## config.mk

```make
export PLATFORM = sky130hd
export DESIGN_NAME = acsc_top
export DESIGN_NICKNAME = d
export VERILOG_FILES = /design/src/acsc_pkg.sv /design/src/acsc_conv_if.sv /design/src/acsc_conv_timer.sv /design/src/acsc_trig_sel.sv /design/src/acsc_top.sv
export SDC_FILE = /design/constraint.sdc
export NUM_CORES = 1
export LEC_CHECK = 0
export ABC_AREA = 1
export BUFFER_PORTS_ARGS = -buffer_cell sky130_fd_sc_hd__buf_4
export CAP_MARGIN = 10
export CORE_MARGIN = 3
export CORE_UTILIZATION = 25
export DETAILED_ROUTE_END_ITERATION = 10
export PLACE_DENSITY_LB_ADDON = 0.12
export SYNTH_ARGS = -nofsm -noshare
export SYNTH_HDL_FRONTEND = slang
export SYNTH_SLANG_ARGS = --single-unit
```

## constraint.sdc

```tcl
create_clock -name clock -period 3.65 [get_ports clock]
set_clock_uncertainty 0.05 [all_clocks]
set_input_delay 0.365 -clock clock [delete_from_list [all_inputs] [get_ports clock]]
set_output_delay 0.365 -clock clock [all_outputs]
set_load 0.01 [all_outputs]
```

## src/acsc_pkg.sv

```systemverilog
// acsc_pkg: shared constants and types of the sweep/trigger/dma control block
package acsc_pkg;
  // register bus widths
  localparam int unsigned DW = 16;
  localparam int unsigned AW = 8;
  // register offsets
  localparam logic [7:0] CTRL0_OFF  = 8'h00;  // start, trigger source
  localparam logic [7:0] CTRL1_OFF  = 8'h01;  // resolution
  localparam logic [7:0] CTRL2_OFF  = 8'h02;  // trigger select, sample-hold
  localparam logic [7:0] CTRL3_OFF  = 8'h03;  // dma mode
  localparam logic [7:0] CTRL4_OFF  = 8'h04;  // sweep group
  localparam logic [7:0] STAT_OFF   = 8'h05;  // sequencer state
  localparam logic [7:0] RES0_OFF   = 8'h10;  // result register zero
  localparam logic [3:0] CHRES_PAGE = 4'h2;   // 0x20..0x2f channel results
  // field positions
  localparam int unsigned START_BIT   = 0;
  localparam int unsigned TRG_SRC_BIT = 1;
  localparam int unsigned RES_BIT     = 0;
  localparam int unsigned TRG_SEL_BIT = 0;
  localparam int unsigned SH_BIT      = 1;
  localparam int unsigned DMA_BIT     = 0;
  localparam int unsigned GRP_LO_BIT  = 0;
  localparam int unsigned GRP_HI_BIT  = 1;
  // reset value of every control bit
  localparam logic CTRL_RST = 1'b0;
  // timing, in converter clock cycles (block runs on that clock)
  localparam int unsigned SAMP_NOSH_CYC = 2;
  localparam int unsigned SAMP_SH_CYC   = 3;
  localparam int unsigned CONV_SH8_CYC  = 28;
  localparam int unsigned CONV_SH10_CYC = 33;
  localparam int unsigned CONV_NS8_CYC  = 40;
  localparam int unsigned CONV_NS10_CYC = 47;
  // sweep shape
  localparam int unsigned SWEEP_LEN = 16;
  // base and second-bank codes on the analog_bank output
  typedef enum logic [1:0] {
    ACSC_BANK_BASE = 2'h0,
    ACSC_BANK_0    = 2'h1,
    ACSC_BANK_2    = 2'h2,
    ACSC_BANK_15   = 2'h3
  } acsc_bank_e;
  // sequencer states
  typedef enum logic [1:0] {ACSC_IDLE, ACSC_ARMED, ACSC_RUN} acsc_state_e;
endpackage : acsc_pkg

```

## src/acsc_conv_if.sv

```systemverilog
// acsc_conv_if: handshake between sequencer and conversion timer
`timescale 1ns/100ps
interface acsc_conv_if;
  logic start;     // begin a channel, restarts if busy
  logic stop;      // abandon any channel at once
  logic ten_bit;   // 10-bit resolution selected
  logic sh_en;     // sample-and-hold selected
  logic sampling;  // sampling window of current channel
  logic done;      // last cycle of current channel
  logic busy;      // a channel is in progress
  modport seq (output start, stop, ten_bit, sh_en,
               input  sampling, done, busy);
  modport tmr (input  start, stop, ten_bit, sh_en,
               output sampling, done, busy);
endinterface : acsc_conv_if

```

## src/acsc_conv_timer.sv

```systemverilog
// acsc_conv_timer: per-channel sampling and conversion cycle counter
`timescale 1ns/100ps
module acsc_conv_timer
  import acsc_pkg::*;
(
  input wire logic clock,
  input wire logic rst,
  acsc_conv_if.tmr cv
);
  logic [5:0] cnt;    // cycle within current channel
  logic [5:0] len;    // channel length in cycles
  logic [5:0] samp;   // sampling window length
  logic [5:0] span;   // helper for checks: cycles since start

  // channel length from resolution and sample-hold [RULE15]
  always_comb begin
    if (cv.sh_en) begin
      len = cv.ten_bit ? 6'(CONV_SH10_CYC) : 6'(CONV_SH8_CYC);
    end else begin
      len = cv.ten_bit ? 6'(CONV_NS10_CYC) : 6'(CONV_NS8_CYC);
    end
    samp = cv.sh_en ? 6'(SAMP_SH_CYC) : 6'(SAMP_NOSH_CYC);  // [RULE19]
  end

  // counter; a start while busy restarts from cycle zero
  always_ff @(posedge clock) begin
    if (rst || cv.stop) begin
      cv.busy <= 1'b0;
      cnt     <= 6'h00;
    end else if (cv.start) begin
      cv.busy <= 1'b1;
      cnt     <= 6'h00;
    end else if (cv.busy) begin
      if (cnt == len - 6'h01) begin
        cv.busy <= 1'b0;
      end else begin
        cnt <= cnt + 6'h01;
      end
    end
  end

  // handshake outputs are decoded from the counter
  assign cv.done     = cv.busy && (cnt == len - 6'h01);
  assign cv.sampling = cv.busy && (cnt < samp);              // [RULE19]

  // independent cycle count since the last start, for the checks
  always_ff @(posedge clock) begin
    if (rst || cv.start) begin
      span <= 6'h01;
    end else if (span != 6'h3f) begin
      span <= span + 6'h01;
    end
  end
endmodule : acsc_conv_timer

```

## src/acsc_trig_sel.sv

```systemverilog
// acsc_trig_sel: external pin synchroniser and trigger source select
`timescale 1ns/100ps
module acsc_trig_sel
(
  input  wire logic clock,
  input  wire logic rst,
  input  wire logic ext_trigger_pin,
  input  wire logic motor_timer_irq_source,
  input  wire logic trigger_select_bit,
  output logic      trig_pulse
);
  logic pin_s1;   // first sync stage, read only by pin_s2
  logic pin_s2;   // second sync stage
  logic pin_s3;   // previous synced level for edge detect

  // two-stage synchroniser; idle level high so reset makes no edge
  always_ff @(posedge clock) begin
    if (rst) begin
      pin_s1 <= 1'b1;
      pin_s2 <= 1'b1;
      pin_s3 <= 1'b1;
    end else begin
      pin_s1 <= ext_trigger_pin;
      pin_s2 <= pin_s1;
      pin_s3 <= pin_s2;
    end
  end

  // falling pin edge or divided motor timer request [RULE6] [RULE7]
  assign trig_pulse = trigger_select_bit ? motor_timer_irq_source
                                         : (pin_s3 && !pin_s2);
endmodule : acsc_trig_sel

```

## src/acsc_top.sv

```systemverilog
// acsc_top: repeat sweep sequencer with triggers, results and dma mode
//
// Chosen here: the placing of the registers and the strobed register port.
`timescale 1ns/100ps
// Overview of operation
// RULE1: repeat sweep converts sixteen channels endlessly
// RULE2: group field selects set, 10b uses bank 0
// RULE3: base bank first, then one second bank
// RULE4: software sets dma mode before starting
// RULE5: software trigger starts on start bit write
// RULE6: external falling edge starts when selected
// RULE7: divided motor timer request starts when selected
// RULE8: hardware triggers ignored while start bit clear
// RULE9: retrigger aborts and restarts the sweep
// RULE10: only clearing start bit stops conversion
// RULE11: dma mode raises request per channel
// RULE12: dma mode puts every result in register zero
// RULE13: software never reads register zero itself
// RULE14: ten-bit fills bits 9..0, eight-bit 7..0
// RULE15: sample-hold channel takes 28 or 33 cycles
// RULE16: software enables sample-hold before starting
// RULE17: dma width follows result resolution; the far model always moves 16 bits
// RULE18: dma mode usable in every conversion mode
// RULE19: sampling lasts 2 or 3 cycles
// RULE20: software changes control only while stopped
// RULE21: sweep wraps to first channel without gap
module acsc_top
  import acsc_pkg::*;
(
  input  wire logic                  clock,
  input  wire logic                  rst,
  input  wire logic [acsc_pkg::AW-1:0] reg_addr,
  input  wire logic [acsc_pkg::DW-1:0] reg_wdata,
  input  wire logic                  reg_wr,
  input  wire logic                  reg_rd,
  output logic      [acsc_pkg::DW-1:0] reg_rdata,
  input  wire logic                  ext_trigger_pin,
  input  wire logic                  motor_timer_irq_source,
  input  wire logic [9:0]            adc_code,
  output logic      [1:0]            analog_bank,
  output logic      [2:0]            analog_chan,
  output logic                       sample_hold_active,
  output logic                       conv_irq,
  output logic                       dma_req,
  output logic      [acsc_pkg::DW-1:0] dma_rdata
);
  import acsc_pkg::*;

  // control bits
  logic conv_start_bit;       // conversion running request
  logic trigger_source_bit;   // 0 software, 1 pin or timer
  logic res_ten;              // 1 selects ten-bit results
  logic trigger_select_bit;   // 0 pin edge, 1 motor timer
  logic sample_hold_enable;   // sample-and-hold on
  logic dma_mode_enable;      // all results to register zero
  logic sweep_group_sel_hi;   // sweep group, upper bit
  logic sweep_group_sel_lo;   // sweep group, lower bit

  // sequencer
  acsc_state_e state;         // idle, armed or running
  logic [3:0]  idx;           // position in the 16-step sweep
  logic        trig_pulse;    // selected hardware trigger event
  logic        trig_fire;     // trigger accepted
  logic        sw_go;         // software start accepted
  logic        next_go;       // continue with the following channel
  acsc_bank_e  grp_bank;      // second bank from the group field
  logic [DW-1:0] res_word;    // placed result of the finishing channel

  // results
  logic [DW-1:0] result_reg_zero;             // dma mode destination
  logic [DW-1:0] channel_result_reg [SWEEP_LEN]; // per-channel results

  acsc_conv_if cv ();

  // trigger front end
  acsc_trig_sel u_trig (
    .clock                  (clock),
    .rst                    (rst),
    .ext_trigger_pin        (ext_trigger_pin),
    .motor_timer_irq_source (motor_timer_irq_source),
    .trigger_select_bit     (trigger_select_bit),
    .trig_pulse             (trig_pulse)
  );

  // channel timing
  acsc_conv_timer u_tmr (
    .clock (clock),
    .rst   (rst),
    .cv    (cv.tmr)
  );

  // control register writes; other bits are meant to change only
  // while stopped, the block does not guard against it
  always_ff @(posedge clock) begin
    if (rst) begin
      conv_start_bit     <= CTRL_RST;
      trigger_source_bit <= CTRL_RST;
      res_ten            <= CTRL_RST;
      trigger_select_bit <= CTRL_RST;
      sample_hold_enable <= CTRL_RST;
      dma_mode_enable    <= CTRL_RST;
      sweep_group_sel_hi <= CTRL_RST;
      sweep_group_sel_lo <= CTRL_RST;
    end else if (reg_wr) begin
      case (reg_addr)
        CTRL0_OFF: begin
          conv_start_bit     <= reg_wdata[START_BIT];
          trigger_source_bit <= reg_wdata[TRG_SRC_BIT];
        end
        CTRL1_OFF: res_ten <= reg_wdata[RES_BIT];
        CTRL2_OFF: begin
          trigger_select_bit <= reg_wdata[TRG_SEL_BIT];
          sample_hold_enable <= reg_wdata[SH_BIT];
        end
        CTRL3_OFF: dma_mode_enable <= reg_wdata[DMA_BIT];
        CTRL4_OFF: begin
          sweep_group_sel_hi <= reg_wdata[GRP_HI_BIT];
          sweep_group_sel_lo <= reg_wdata[GRP_LO_BIT];
        end
        default: ;  // unmapped writes are dropped
      endcase
    end
  end

  // start decisions
  always_comb begin
    // software start needs trigger source 0 [RULE5]
    sw_go = (state == ACSC_IDLE) && conv_start_bit && !trigger_source_bit;
    // hardware trigger only while start bit holds 1 [RULE8] [RULE9]
    trig_fire = trig_pulse && conv_start_bit && trigger_source_bit &&
                (state != ACSC_IDLE);
    // finished channel chains straight into the next one [RULE21]
    next_go = cv.done && conv_start_bit && (state == ACSC_RUN);
  end

  // timer handshake
  assign cv.start   = sw_go || trig_fire || next_go;
  assign cv.stop    = !conv_start_bit;  // [RULE10]
  assign cv.ten_bit = res_ten;
  assign cv.sh_en   = sample_hold_enable;

  // sequencer state; leaving run needs the start bit cleared [RULE10]
  always_ff @(posedge clock) begin
    if (rst) begin
      state <= ACSC_IDLE;
    end else begin
      case (state)
        ACSC_IDLE: begin
          if (conv_start_bit) begin
            state <= trigger_source_bit ? ACSC_ARMED : ACSC_RUN;
          end
        end
        ACSC_ARMED: begin
          if (!conv_start_bit) begin
            state <= ACSC_IDLE;
          end else if (trig_fire) begin
            state <= ACSC_RUN;  // [RULE6] [RULE7]
          end
        end
        ACSC_RUN: begin
          if (!conv_start_bit) begin
            state <= ACSC_IDLE;
          end
        end
        default: state <= ACSC_IDLE;
      endcase
    end
  end

  // sweep position; four bits wrap 15 -> 0 by themselves [RULE1]
  always_ff @(posedge clock) begin
    if (rst) begin
      idx <= 4'h0;
    end else if (sw_go || trig_fire) begin
      idx <= 4'h0;  // abort and restart from the top [RULE9]
    end else if (next_go) begin
      idx <= idx + 4'h1;  // [RULE21]
    end
  end

  // second bank from the group field [RULE2] [RULE3]
  always_comb begin
    case ({sweep_group_sel_hi, sweep_group_sel_lo})
      2'b10:   grp_bank = ACSC_BANK_0;
      2'b11:   grp_bank = ACSC_BANK_2;
      default: grp_bank = ACSC_BANK_15;
    endcase
  end

  // base channels for steps 0..7, second bank for 8..15 [RULE3]
  assign analog_bank = idx[3] ? grp_bank : ACSC_BANK_BASE;
  assign analog_chan = idx[2:0];
  assign sample_hold_active = cv.sampling;

  // result placement by resolution [RULE14]
  assign res_word = res_ten ? {6'h00, adc_code} : {8'h00, adc_code[9:2]};

  // result store: dma mode funnels every channel to one register;
  // available whatever the sweep mode [RULE12] [RULE18]
  always_ff @(posedge clock) begin
    if (rst) begin
      result_reg_zero <= 16'h0000;
      for (int i = 0; i < SWEEP_LEN; i++) begin
        channel_result_reg[i] <= 16'h0000;
      end
    end else if (cv.done) begin
      if (dma_mode_enable) begin
        result_reg_zero <= res_word;
      end else begin
        channel_result_reg[idx] <= res_word;
      end
    end
  end
  assign dma_rdata = result_reg_zero;

  // per-channel request to interrupt and dma logic, raised in dma mode only [RULE11]
  always_ff @(posedge clock) begin
    if (rst) begin
      conv_irq <= 1'b0;
      dma_req  <= 1'b0;
    end else begin
      conv_irq <= cv.done && dma_mode_enable;
      dma_req  <= cv.done && dma_mode_enable;
    end
  end

  // register reads, data one cycle after the strobe; unmapped read 0
  always_ff @(posedge clock) begin
    if (rst) begin
      reg_rdata <= 16'h0000;
    end else if (reg_rd) begin
      reg_rdata <= 16'h0000;
      case (reg_addr)
        CTRL0_OFF: reg_rdata <= {14'h0000, trigger_source_bit,
                                 conv_start_bit};
        CTRL1_OFF: reg_rdata <= {15'h0000, res_ten};
        CTRL2_OFF: reg_rdata <= {14'h0000, sample_hold_enable,
                                 trigger_select_bit};
        CTRL3_OFF: reg_rdata <= {15'h0000, dma_mode_enable};
        CTRL4_OFF: reg_rdata <= {14'h0000, sweep_group_sel_hi,
                                 sweep_group_sel_lo};
        STAT_OFF:  reg_rdata <= {10'h000, idx, state};
        RES0_OFF:  reg_rdata <= result_reg_zero;
        default: begin
          if (reg_addr[7:4] == CHRES_PAGE) begin
            reg_rdata <= channel_result_reg[reg_addr[3:0]];
          end
        end
      endcase
    end else begin
      reg_rdata <= 16'h0000;
    end
  end
endmodule : acsc_top

```

---- Word level (Yosys, flattened, before mapping) ----
Memory sizes are Yosys's and may differ from the RTL's.
Index checks and enable logic that the tools add are counted.
cells by class
  $add $sub $neg .......................... 3
  multiply operators ...................... 0
  divide/modulo/power cells ............... 0
  magnitude comparators ................... 1
  eq/ne operators ......................... 15
  shift operators ......................... 0
  mux-type cells .......................... 28
  bitwise gates (word level) .............. 2
  reductions and logical operators ........ 32
operator list
  operator               count
  $pmux W16 S7           1
  $mux W10               2
  $eq A8 B2 Y1 const B   2
  $eq A8 B3 Y1 const B   2
  $mux W16               1
  $reduce_and A2 Y1      7
  $mux W1                12
  $mux W2                6
  $mux W6                2
  $logic_and A1 B1 Y1    11
  $reduce_or A10 Y1      1
  $eq A8 B1 Y1 const B   1
  $eq A8 B5 Y1 const B   1
  $logic_not A8 Y1       1
  $add A6 B1 Y6 const B  1
  $eq A2 B2 Y1 const B   3
  $eq A6 B6 Y1           1
  $lt A6 B6 Y1           1
  $pmux W2 S3            1
  $reduce_or A2 Y1       3
  $sub A6 B1 Y6 const B  1
  $add A4 B1 Y4 const B  1
  $eq A4 B2 Y1 const B   1
  $mux W4                1
  other kinds (11)       17
word-level totals
  register bits ........................... 57
  latch bits .............................. 0
  memory bits (writable) .................. 160
  bits in read-only memories .............. 0
  output and inout port bits .............. 40
  word-level logic and storage cells ...... 100
  memories ................................ 1
memories
  name                words  bits a word  read ports  clocked after memory_dff  write ports  line            RTL
  channel_result_reg  16     10           1           0                         16           acsc_top.sv:71  logic [DW-1:0] channel_result_reg [SWEEP_LEN];

---- Depth between registers and ports, before layout ----
Gate-level depths: netlist (run 1).
  depth after elaboration ................. 10
  mapped depth ............................ 15

---- Cells and area by module ----
From an unflattened synthesis (run 1), not the netlist that was laid out.
unflattened totals
  cells, all modules ...................... 1218
  area total of the unflattened synthesis .. 10168.5 µm²
modules (own cells, without submodules)
  module           instances  cells an instance  area each (µm²)  sequential area each (µm²)
  acsc_top         1          1107               9420.3           5505.3
  acsc_conv_timer  1          100                649.4            140.1
  acsc_trig_sel    1          11                 98.8             60.1

---- Worst setup path before layout (run 1) ----
Ideal clock, no wire load.
  kind .................................... register -> register
  start point ............................. register res_ten (netlist: cv.ten_bit)
  end point ............................... memory channel_result_reg[6][0] in the netlist's numbering, enable pin
  arrival ................................. 2.233 ns
  required time ........................... 3.260 ns
  slack ................................... 1.027 ns
  stages on the path, launching flop included .. 15
  path buffers ............................ 3
  clock period less this slack ............ 2.623 ns
  path through ............................ dfxtp_1 > buf_2 > inv_2 > clkbuf_1 > ha_1 > nand2_1 > nand2_1 > nor2_2 > nand3_4 > nor2_8 > nand2_4 > nor2_2 > nand2_1 > buf_6 > nand2_1
RTL lines
  what                    line             RTL
  start, declared         acsc_top.sv:52   logic res_ten;
  start signal, assigned  acsc_top.sv:110  CTRL1_OFF: res_ten <= reg_wdata[RES_BIT];
  end, declared           acsc_top.sv:71

==> results of run 1 <==
==> metal layers <==
| layer | track usage | routed length [microns] |
|---|---|---|
| met1 | 0.212 | 14900 |
| met2 | 0.247 | 14900 |
| met3 | 0.0199 | 1210 |
| met4 | 0.0354 | 745 |
| met5 | 0 | 0 |
==> Yosys cell counts (16+ instances only) <==
master    count  area, sq um
inv_1        66          248
nor2_2       17          106
edfxtp_1    160         4800
nand2_1     431         1620
buf_2        21          105
nand4_1      27          169
nor2_1      184          691
buf_4        16          120
dfxtp_1      45          901
nand3_1      49          245
o21ai_0      16         80.1
clkbuf_1     24         90.1
a21oi_1      41          205
==> tightest hold or removal path, delay by kind of cell <==
family | cells | cell delay, ns
AND/OR/NAND/NOR | 2 | 0.12
buffers and inverters | 1 | 0.09
==> power by group <==
part           switching [mW]  internal, mW
clock network            1.01          1.49
registers              0.0233          2.60
logic                   0.277        0.0931
==> final timing paths <==
check           startpoint  slack (ns)                       end  cells past startpoint
min reg2reg  u_trig.pin_s1        0.37             u_trig.pin_s2                      1
max reg2reg     cv.ten_bit        0.56  channel_result_reg[9][9]                     11
max             cv.ten_bit        0.56  channel_result_reg[9][9]                     11
min           reg_wdata[1]        0.03        sweep_group_sel_hi                      3
==> layout make-up <==
cell class                 count  share of cell area
clock buffer                  42              0.0684
clock inverter                 4             0.00312
inverter                      74              0.0239
multi-input combinational    817               0.304
sequential                   205               0.491
tap                          518              0.0558
timing repair buffer          83              0.0539
==> kinds of logic after synthesis <==
family	Yosys count
compound gates	67
xor+xnor	3
fa+ha+maj	8
buf+inv	153
flops	205
other cells	1
simple gates	727
==> through the flow <==
| stage | hold slack [ns] | setup WS, ns | util | instances |
|---|---|---|---|---|
| finish | 0.0329 | 0.564 | 0.298 | 1743 |
| global route | 0.0597 | 0.321 | 0.298 | 1743 |
| floorplan | 0.339 | 1.03 | - | 1175 |
| detailed placement | 0.352 | 0.529 | 0.277 | 1696 |
| global placement | 0.345 | 0.594 | 0.277 | 1696 |
| CTS | 0.0239 | 0.534 | 0.298 | 1743 |
==> impl_metrics.env, run 1 <==
export IMPL_syn2layout_area_growth_pct=17.2
export IMPL_drc=0
export IMPL_synth_top_family_by_area="simple AND/OR/NAND/NOR gates"
export IMPL_synth_distinct_cells=30
export IMPL_cts_tree="yes"
export IMPL_cp_arrival_ns=3.22
export IMPL_post_drt_wl_per_cell_microns=18.2
export IMPL_min_path_type="in2reg"
export IMPL_rsz0062_at_grt="no"
export IMPL_path_class="reg2reg"
export IMPL_avgSynthCellArea_sq_um=8.51
export IMPL_ir_worst_vdd_mv=0.307
export IMPL_layout_common_cells="431 x nand2_1, 182 x nor2_1, 160 x edfxtp_1"
export IMPL_period_share=0.845
export IMPL_fillers=4223
export IMPL_die_x_microns=205
export IMPL_core_area_sq_um=38900
export IMPL_cts_root_buffer="clkbuf_16"
export IMPL_path_max_fanout=12
export IMPL_cts_buffer_depth=3
export IMPL_cp_slowest_stage_delay_ns=0.44
export IMPL_status="completed"
export IMPL_largest_reg_flops=160
export IMPL_port_buffers=53
export IMPL_synth_flop_cell="edfxtp_1"
export IMPL_row_count=72
export IMPL_cts_sinks=205
export IMPL_vias_per_cell=4.37
export IMPL_multi_input_area_sq_um=3530
export IMPL_power_density_nw_per_um2=473
export IMPL_synthMuxAreaShare=0
export IMPL_num_antenna_cells=0
export IMPL_cp_cell_sequence="inv_2, ha_1, nand2_1, nand2_1, nor2_2, nand3_4, nor2_8, nand2_4, nor2_2, nand2_1, nand2_1"
export IMPL_yosys_area_share_simple=0.301
export IMPL_die_area_sq_um=42100
export IMPL_clk_latency_ns=0.54
export IMPL_syn_inst=1164
export IMPL_postRouteAntennaNets=0
export IMPL_initial_utilization=0.255
export IMPL_end_kind="flop"
export IMPL_ys_seq_elements=205
export IMPL_async_reset_ff_frac=0
export IMPL_synthAdderAreaFrac=0.0101
export IMPL_yosysSeqAreaShare=0.576
export IMPL_synth_edf_count=160
export IMPL_seq_area_sq_um=5710
export IMPL_synth_compound_area_share=0.0342
export IMPL_fin_setup_tns_ns=0
export IMPL_synth_xor_area_frac=0.00265
export IMPL_antenna_found_initial=0
export IMPL_wirelength_microns=31700
export IMPL_setup_viol=0
export IMPL_place_area_sq_um=10800
export IMPL_worst_slew_pin_slew_ns=1.10
export IMPL_cp_required_ns=3.79
export IMPL_total_power_mw=5.49
export IMPL_htree_levels=1
export IMPL_period_needed_ns=3.09
export IMPL_grt_pass1_vias=7637
export IMPL_cts_resized_gates=0
export IMPL_dp_hpwl_microns=20900
export IMPL_fmax_mhz=324
export IMPL_pin_count=80
export IMPL_critPathBufInv=1
export IMPL_hold_violations=0
export IMPL_grt_max_degree=37
export IMPL_gp_congestion=0.765
export IMPL_cp_slowest_cell="nand2_1"
export IMPL_leakage_nw=4.68
export IMPL_synth_area_sq_um=9910
export IMPL_maxSlewHeadroom=0.265
export IMPL_via_count=7612
export IMPL_drv_slew=0
export IMPL_grtUsageTotal=0.151
export IMPL_clkTransAtPathRegs_ns=0.06
export IMPL_maxCapViolCount=0
export IMPL_first_iter_violations=412
export IMPL_numCtsBuffers=25
export IMPL_nets=1254
export IMPL_final_area_sq_um=11600
export IMPL_post_cts_buffers=0
export IMPL_chipHeight_microns=205
export IMPL_firstDrtPassIters=5
export IMPL_yosysWarnings=0
export IMPL_postCtsHoldBufs=1
export IMPL_crit_family="simple AND/OR/NAND/NOR gates"
export IMPL_overflow=0
export IMPL_critPathMostFrequentCell="nand2_1"
export IMPL_cp_start_kind="flop"
export IMPL_drive_above_1_share=0.136
export IMPL_mostFrequentLayoutCell="nand2_1"
export IMPL_grt_pass1_wl_microns=47500
Note: power is estimated with default switching activity, not from simulation.
==> run 2: changes to the inputs <==
- clock period: 3.65 -> 2.5 ns (I/O delays scaled with it)
==> impl_metrics.env, run 2 (synthesized netlist as in run 1, its figures left out) <==
export IMPL_status="completed"
export IMPL_maxSlewHeadroom=0.487
export IMPL_rsz0062_at_grt="no"
export IMPL_cp_slowest_cell="dfxtp_1"
export IMPL_vias_per_cell=4.36
export IMPL_power_internal_mw=6.24
export IMPL_hold_violations=0
export IMPL_combPwrFrac=0.070
export IMPL_cp_required_ns=2.65
export IMPL_layout_common_cells="418 x nand2_1, 182 x nor2_1, 160 x edfxtp_1"
export IMPL_syn2layout_area_growth_pct=20.9
export IMPL_maxCapViolCount=0
export IMPL_grt_max_degree=29
export IMPL_cp_slowest_stage_delay_ns=0.43
export IMPL_pin_count=80
export IMPL_setup_viol=0
export IMPL_antenna_found_initial=0
export IMPL_path_class="reg2reg"
export IMPL_min_delay_start="adc_code[4]"
export IMPL_first_iter_violations=501
export IMPL_grt_pass1_wl_microns=47700
export IMPL_cts_buffer_depth=3
export IMPL_cp_cell_sequence="ha_1, nand2_1, nand2_1, nor2_2, nand3_4, nor2_8, nand2_4, nor2_2, buf_4, nand2_1, nand2_2"
export IMPL_die_x_microns=205
export IMPL_dp_hpwl_microns=21100
export IMPL_reg2reg_from="cv.sh_en"
export IMPL_numCtsBuffers=26
export IMPL_cts_root_buffer="clkbuf_16"
export IMPL_p_sw_mw=1.90
export IMPL_p_sw_frac=0.233
export IMPL_fillers=4177
export IMPL_initial_utilization=0.255
export IMPL_grt_pass1_vias=7796
export IMPL_postRouteAntennaNets=0
export IMPL_cts_resized_gates=0
export IMPL_power_density_nw_per_um2=680
export IMPL_whs_endpoint="channel_result_reg[9][2]"
export IMPL_leakage_nw=4.85
export IMPL_r2r_end="channel_result_reg[2][3]"
export IMPL_gp_congestion=0.793
export IMPL_place_ws_ns=0.190
export IMPL_cts_sinks=205
export IMPL_wirelength_microns=31600
export IMPL_clkTransAtPathRegs_ns=0.06
export IMPL_ir_worst_vdd_mv=0.448
export IMPL_period_needed_ns=2.29
export IMPL_mostFrequentLayoutCell="nand2_1"
export IMPL_core_area_sq_um=38900
export IMPL_end_kind="flop"
export IMPL_path_max_fanout=10
export IMPL_drv_slew=0
export IMPL_worst_slew_pin_slew_ns=0.766
export IMPL_fmax_mhz=436
export IMPL_port_buffers=53
export IMPL_reg2reg_depth=11
export IMPL_drc=0
export IMPL_row_count=72
export IMPL_largest_reg_flops=160
export IMPL_seqPwrFrac=0.470
export IMPL_firstDrtPassIters=5
export IMPL_nets=1287
export IMPL_overflow=0
export IMPL_grtUsageTotal=0.152
export IMPL_cp_start_kind="flop"
export IMPL_period_share=0.918
export IMPL_chipHeight_microns=205
export IMPL_clk_latency_ns=0.55
export IMPL_drive_above_1_share=0.158
export IMPL_min_path_cells=3
export IMPL_critPathMostFrequentCell="nand2_1"
export IMPL_cts_tree="yes"
export IMPL_rrSetupSlack_ns=0.21
export IMPL_cp_arrival_ns=2.44
export IMPL_post_drt_wl_per_cell_microns=17.8
export IMPL_die_area_sq_um=42100
export IMPL_min_path_type="in2reg"
export IMPL_htree_levels=1
export IMPL_timing_final_ws_setup_ns=0.206
export IMPL_num_antenna_cells=0
export IMPL_pwr_share_clk=0.461
export IMPL_total_power_mw=8.14
export IMPL_final_util=0.308
export IMPL_via_count=7747
-- run 2: changes by cell type in the layout (fill, tap and decap cells not counted), moves of 3 or more --
| cell | change |
|---|---|
| buf_4 | +21 |
| nand2_1 | -13 |
| nand2_2 | +13 |
| clkbuf_8 | -8 |
| dlygate4sd3_1 | +7 |
| buf_12 | +4 |
| clkbuf_1 | +4 |
| clkinv_1 | +4 |
| bufinv_16 | +3 |
-- run 2: power by group through the flow --
stage	Clock [mW]	Combinational [mW]	Sequential, mW
final	3.75	0.567	3.82
after global routing	3.98	0.634	3.83
after CTS	3.85	0.580	3.82
after detailed placement	0	0.570	3.89
after global placement	0	0.570	3.89
after floorplan	0	0.322	3.88
-- run 2: worst max path at each step --
stage | start | to | cells past startpoint
after floorplan | cv.ten_bit | channel_result_reg[0][0] | 14
after global placement | cv.sh_en | channel_result_reg[13][1] | 11
after detailed placement | cv.sh_en | channel_result_reg[13][1] | 11
after CTS | cv.sh_en | channel_result_reg[2][3] | 11
after global routing | cv.ten_bit | channel_result_reg[13][0] | 12
final | cv.sh_en | channel_result_reg[2][3] | 11
-- run 2: timing repair --
action,CTS,global route
hold buffers,8,0
endpoints found under the hold margin,17,0
buffers inserted,0,0
-- run 2: cell type report --
class | count | area (sq um) | area share
Clock inverter | 10 | 131 | 0.0110
Clock buffer | 38 | 717 | 0.0599
Tap cell | 518 | 648 | 0.0541
Sequential cell | 205 | 5710 | 0.477
Multi-Input combinational cell | 817 | 3560 | 0.297
Inverter | 74 | 278 | 0.0232
Timing Repair Buffer | 115 | 933 | 0.0780
-- run 2: per-layer routing --
layer  track usage  vias to the layer above  share of wire
met5             0                        -              0
met4        0.0332                        0          0.020
met3        0.0197                       38          0.040
met2         0.256                      160           0.49
met1         0.208                     3682           0.45
li1              -                     3867              -
-- run 2: stage by stage --
step	setup TNS, ns	hold WS (ns)	cells	area [sq um]
finish	0	0.0571	1777	12000
global route	0	0.0695	1777	12000
global placement	0	0.341	1721	11000
detailed placement	0	0.348	1721	11000
floorplan	-1.64	0.304	1175	9980
CTS	0	0.0443	1777	12000
-- run 2: critical path, delay by kind of cell (launching register included) --
kind	cells	cell delay (ns)
buf+inv	1	0.16
flops	1	0.43
fa+ha+maj	1	0.28
simple gates	9	1.04
==> run 3: changes to the inputs <==
--- a/constraint.sdc
+++ b/constraint.sdc
@@ -4,2 +4,2 @@
 set_output_delay 0.25 -clock clock [all_outputs]
-set_load 0.01 [all_outputs]
+set_load 0.1 [all_outputs]
==> impl_metrics.env, run 3 (synthesized netlist as in run 1, its figures left out) <==
export IMPL_status="completed"
export IMPL_cp_slowest_cell="dfxtp_1"
export IMPL_worst_slew_pin_slew_ns=1.18
export IMPL_gp_congestion=0.811
export IMPL_dp_hpwl_microns=21400
export IMPL_end_kind="flop"
export IMPL_fin_setup_tns_ns=0
export IMPL_rrSetupSlack_ns=0.21
export IMPL_first_iter_violations=528
export IMPL_grt_pass1_wl_microns=47600
export IMPL_drive_above_1_share=0.159
export IMPL_numCtsBuffers=25
export IMPL_cp_start_kind="flop"
export IMPL_cts_buffer_depth=3
export IMPL_cp_slowest_stage_delay_ns=0.37
export IMPL_grt_max_degree=45
export IMPL_nets=1299
export IMPL_crit_family="simple AND/OR/NAND/NOR gates"
export IMPL_clk_latency_ns=0.54
export IMPL_reg2reg_depth=13
export IMPL_pin_count=80
export IMPL_grtUsageTotal=0.150
export IMPL_initial_utilization=0.255
export IMPL_mostFrequentLayoutCell="nand2_1"
export IMPL_post_cts_buffers=0
export IMPL_via_count=7760
export IMPL_cts_tree="yes"
export IMPL_post_drt_wl_per_cell_microns=17.7
export IMPL_maxCapViolCount=0
export IMPL_path_class="reg2reg"
export IMPL_cp_required_ns=2.70
export IMPL_fmax_mhz=437
export IMPL_leakage_nw=4.95
export IMPL_postRouteAntennaNets=0
export IMPL_vias_per_cell=4.34
export IMPL_drv_slew=0
export IMPL_rsz0062_at_grt="no"
export IMPL_min_path_type="in2reg"
export IMPL_port_buffers=53
export IMPL_cts_sinks=205
export IMPL_grt_pass1_vias=7691
export IMPL_hold_violations=0
export IMPL_power_density_nw_per_um2=663
export IMPL_cp_cell_sequence="inv_2, ha_1, nand2_1, nand2_1, nor2_2, nand3_4, nor2_8, nand2_4, nor2_2, buf_12, nand2_1, nand2_1, buf_12"
export IMPL_syn2layout_area_growth_pct=22.8
export IMPL_firstDrtPassIters=5
export IMPL_chipHeight_microns=205
export IMPL_place_area_sq_um=11300
export IMPL_largest_reg_flops=160
export IMPL_die_area_sq_um=42100
export IMPL_crit_cells=13
export IMPL_die_x_microns=205
export IMPL_fillers=4157
export IMPL_overflow=0
export IMPL_num_antenna_cells=0
export IMPL_path_max_fanout=8
export IMPL_critPathBufInv=3
export IMPL_drc=0
export IMPL_antenna_found_initial=0
export IMPL_clkTransAtPathRegs_ns=0.06
export IMPL_setup_viol=0
export IMPL_period_needed_ns=2.29
export IMPL_critPathMostFrequentCell="nand2_1"
export IMPL_setup_worst_path_end="channel_result_reg[10][1]"
export IMPL_maxSlewHeadroom=0.216
export IMPL_htree_levels=1
export IMPL_core_area_sq_um=38900
export IMPL_worstSetupStartpoint="cv.ten_bit"
export IMPL_cts_root_buffer="clkbuf_16"
export IMPL_row_count=72
export IMPL_final_area_sq_um=12200
export IMPL_ir_worst_vdd_mv=0.464
export IMPL_period_share=0.914
export IMPL_reg2reg_from="cv.ten_bit"
export IMPL_layout_common_cells="430 x nand2_1, 182 x nor2_1, 160 x edfxtp_1"
export IMPL_wirelength_microns=31600
export IMPL_cp_arrival_ns=2.48
export IMPL_r2r_end="channel_result_reg[10][1]"
## run 3: per-stage QoR
step                      hold slack, ns  setup WS [ns]  total power, mW  instances  utilization
final                              0.125          0.214             8.07       1788        0.313
after CTS                          0.109          0.170             8.20       1788        0.312
after global routing               0.135        0.00837             8.38       1788        0.313
after floorplan                    0.304        -0.0770             4.28       1175            -
after detailed placement           0.350          0.185             4.58       1734        0.290
after global placement             0.344          0.182             4.58       1734        0.290
## run 3: what timing repair did
| action | in CTS | in global routing |
|---|---|---|
| resized for setup | 0 | 2 |
| endpoints found under the hold margin | 19 | 0 |
| hold buffers | 8 | 0 |
| endpoints found under the setup margin | 0 | 29 |
## run 3: cell type report
type | instances | area [sq um] | area share
clock inverter | 2 | 27.5 | 0.00226
sequential | 205 | 5710 | 0.469
multi-input combinational | 817 | 3540 | 0.291
clock buffer | 44 | 778 | 0.0640
inverter | 74 | 278 | 0.0228
timing repair buffer | 128 | 1180 | 0.0971
tap | 518 | 648 | 0.0533
## run 3: tightest hold or removal path: cells and delay by family
kind	cells	cell delay (ns)
compound gates	1	0.05
buf+inv	1	0.16
simple gates	3	0.20
## run 3: routing by layer
layer	global-route usage	wire, microns	up-vias
li1	-	-	3886
met1	0.206	14600	3670
met2	0.250	15000	155
met3	0.0216	1230	49
met4	0.0356	799	0
met5	0	0	-
## run 3: report_power, final
part           switching, mW  leakage (nW)  total [mW]  internal [mW]
Sequential            0.0332          1.90        3.82           3.79
Combinational          0.488          2.66       0.682          0.194
Clock                   1.46         0.388        3.57           2.11
Total                   1.98          4.95        8.07           6.09
## run 3: how the worst min path moves through the flow
| stage | start | end | depth (start not counted) |
|---|---|---|---|
| 4_1_cts | reg_addr[3] | reg_rdata[9] | 5 |
| 2_1_floorplan | ext_trigger_pin | u_trig.pin_s1 | 1 |
| 6_report | reg_addr[3] | reg_rdata[9] | 5 |
| 5_1_grt | reg_addr[3] | reg_rdata[9] | 5 |
| 3_3_place_gp | u_trig.pin_s1 | u_trig.pin_s2 | 1 |
| 3_5_place_dp | u_trig.pin_s1 | u_trig.pin_s2 | 1 |
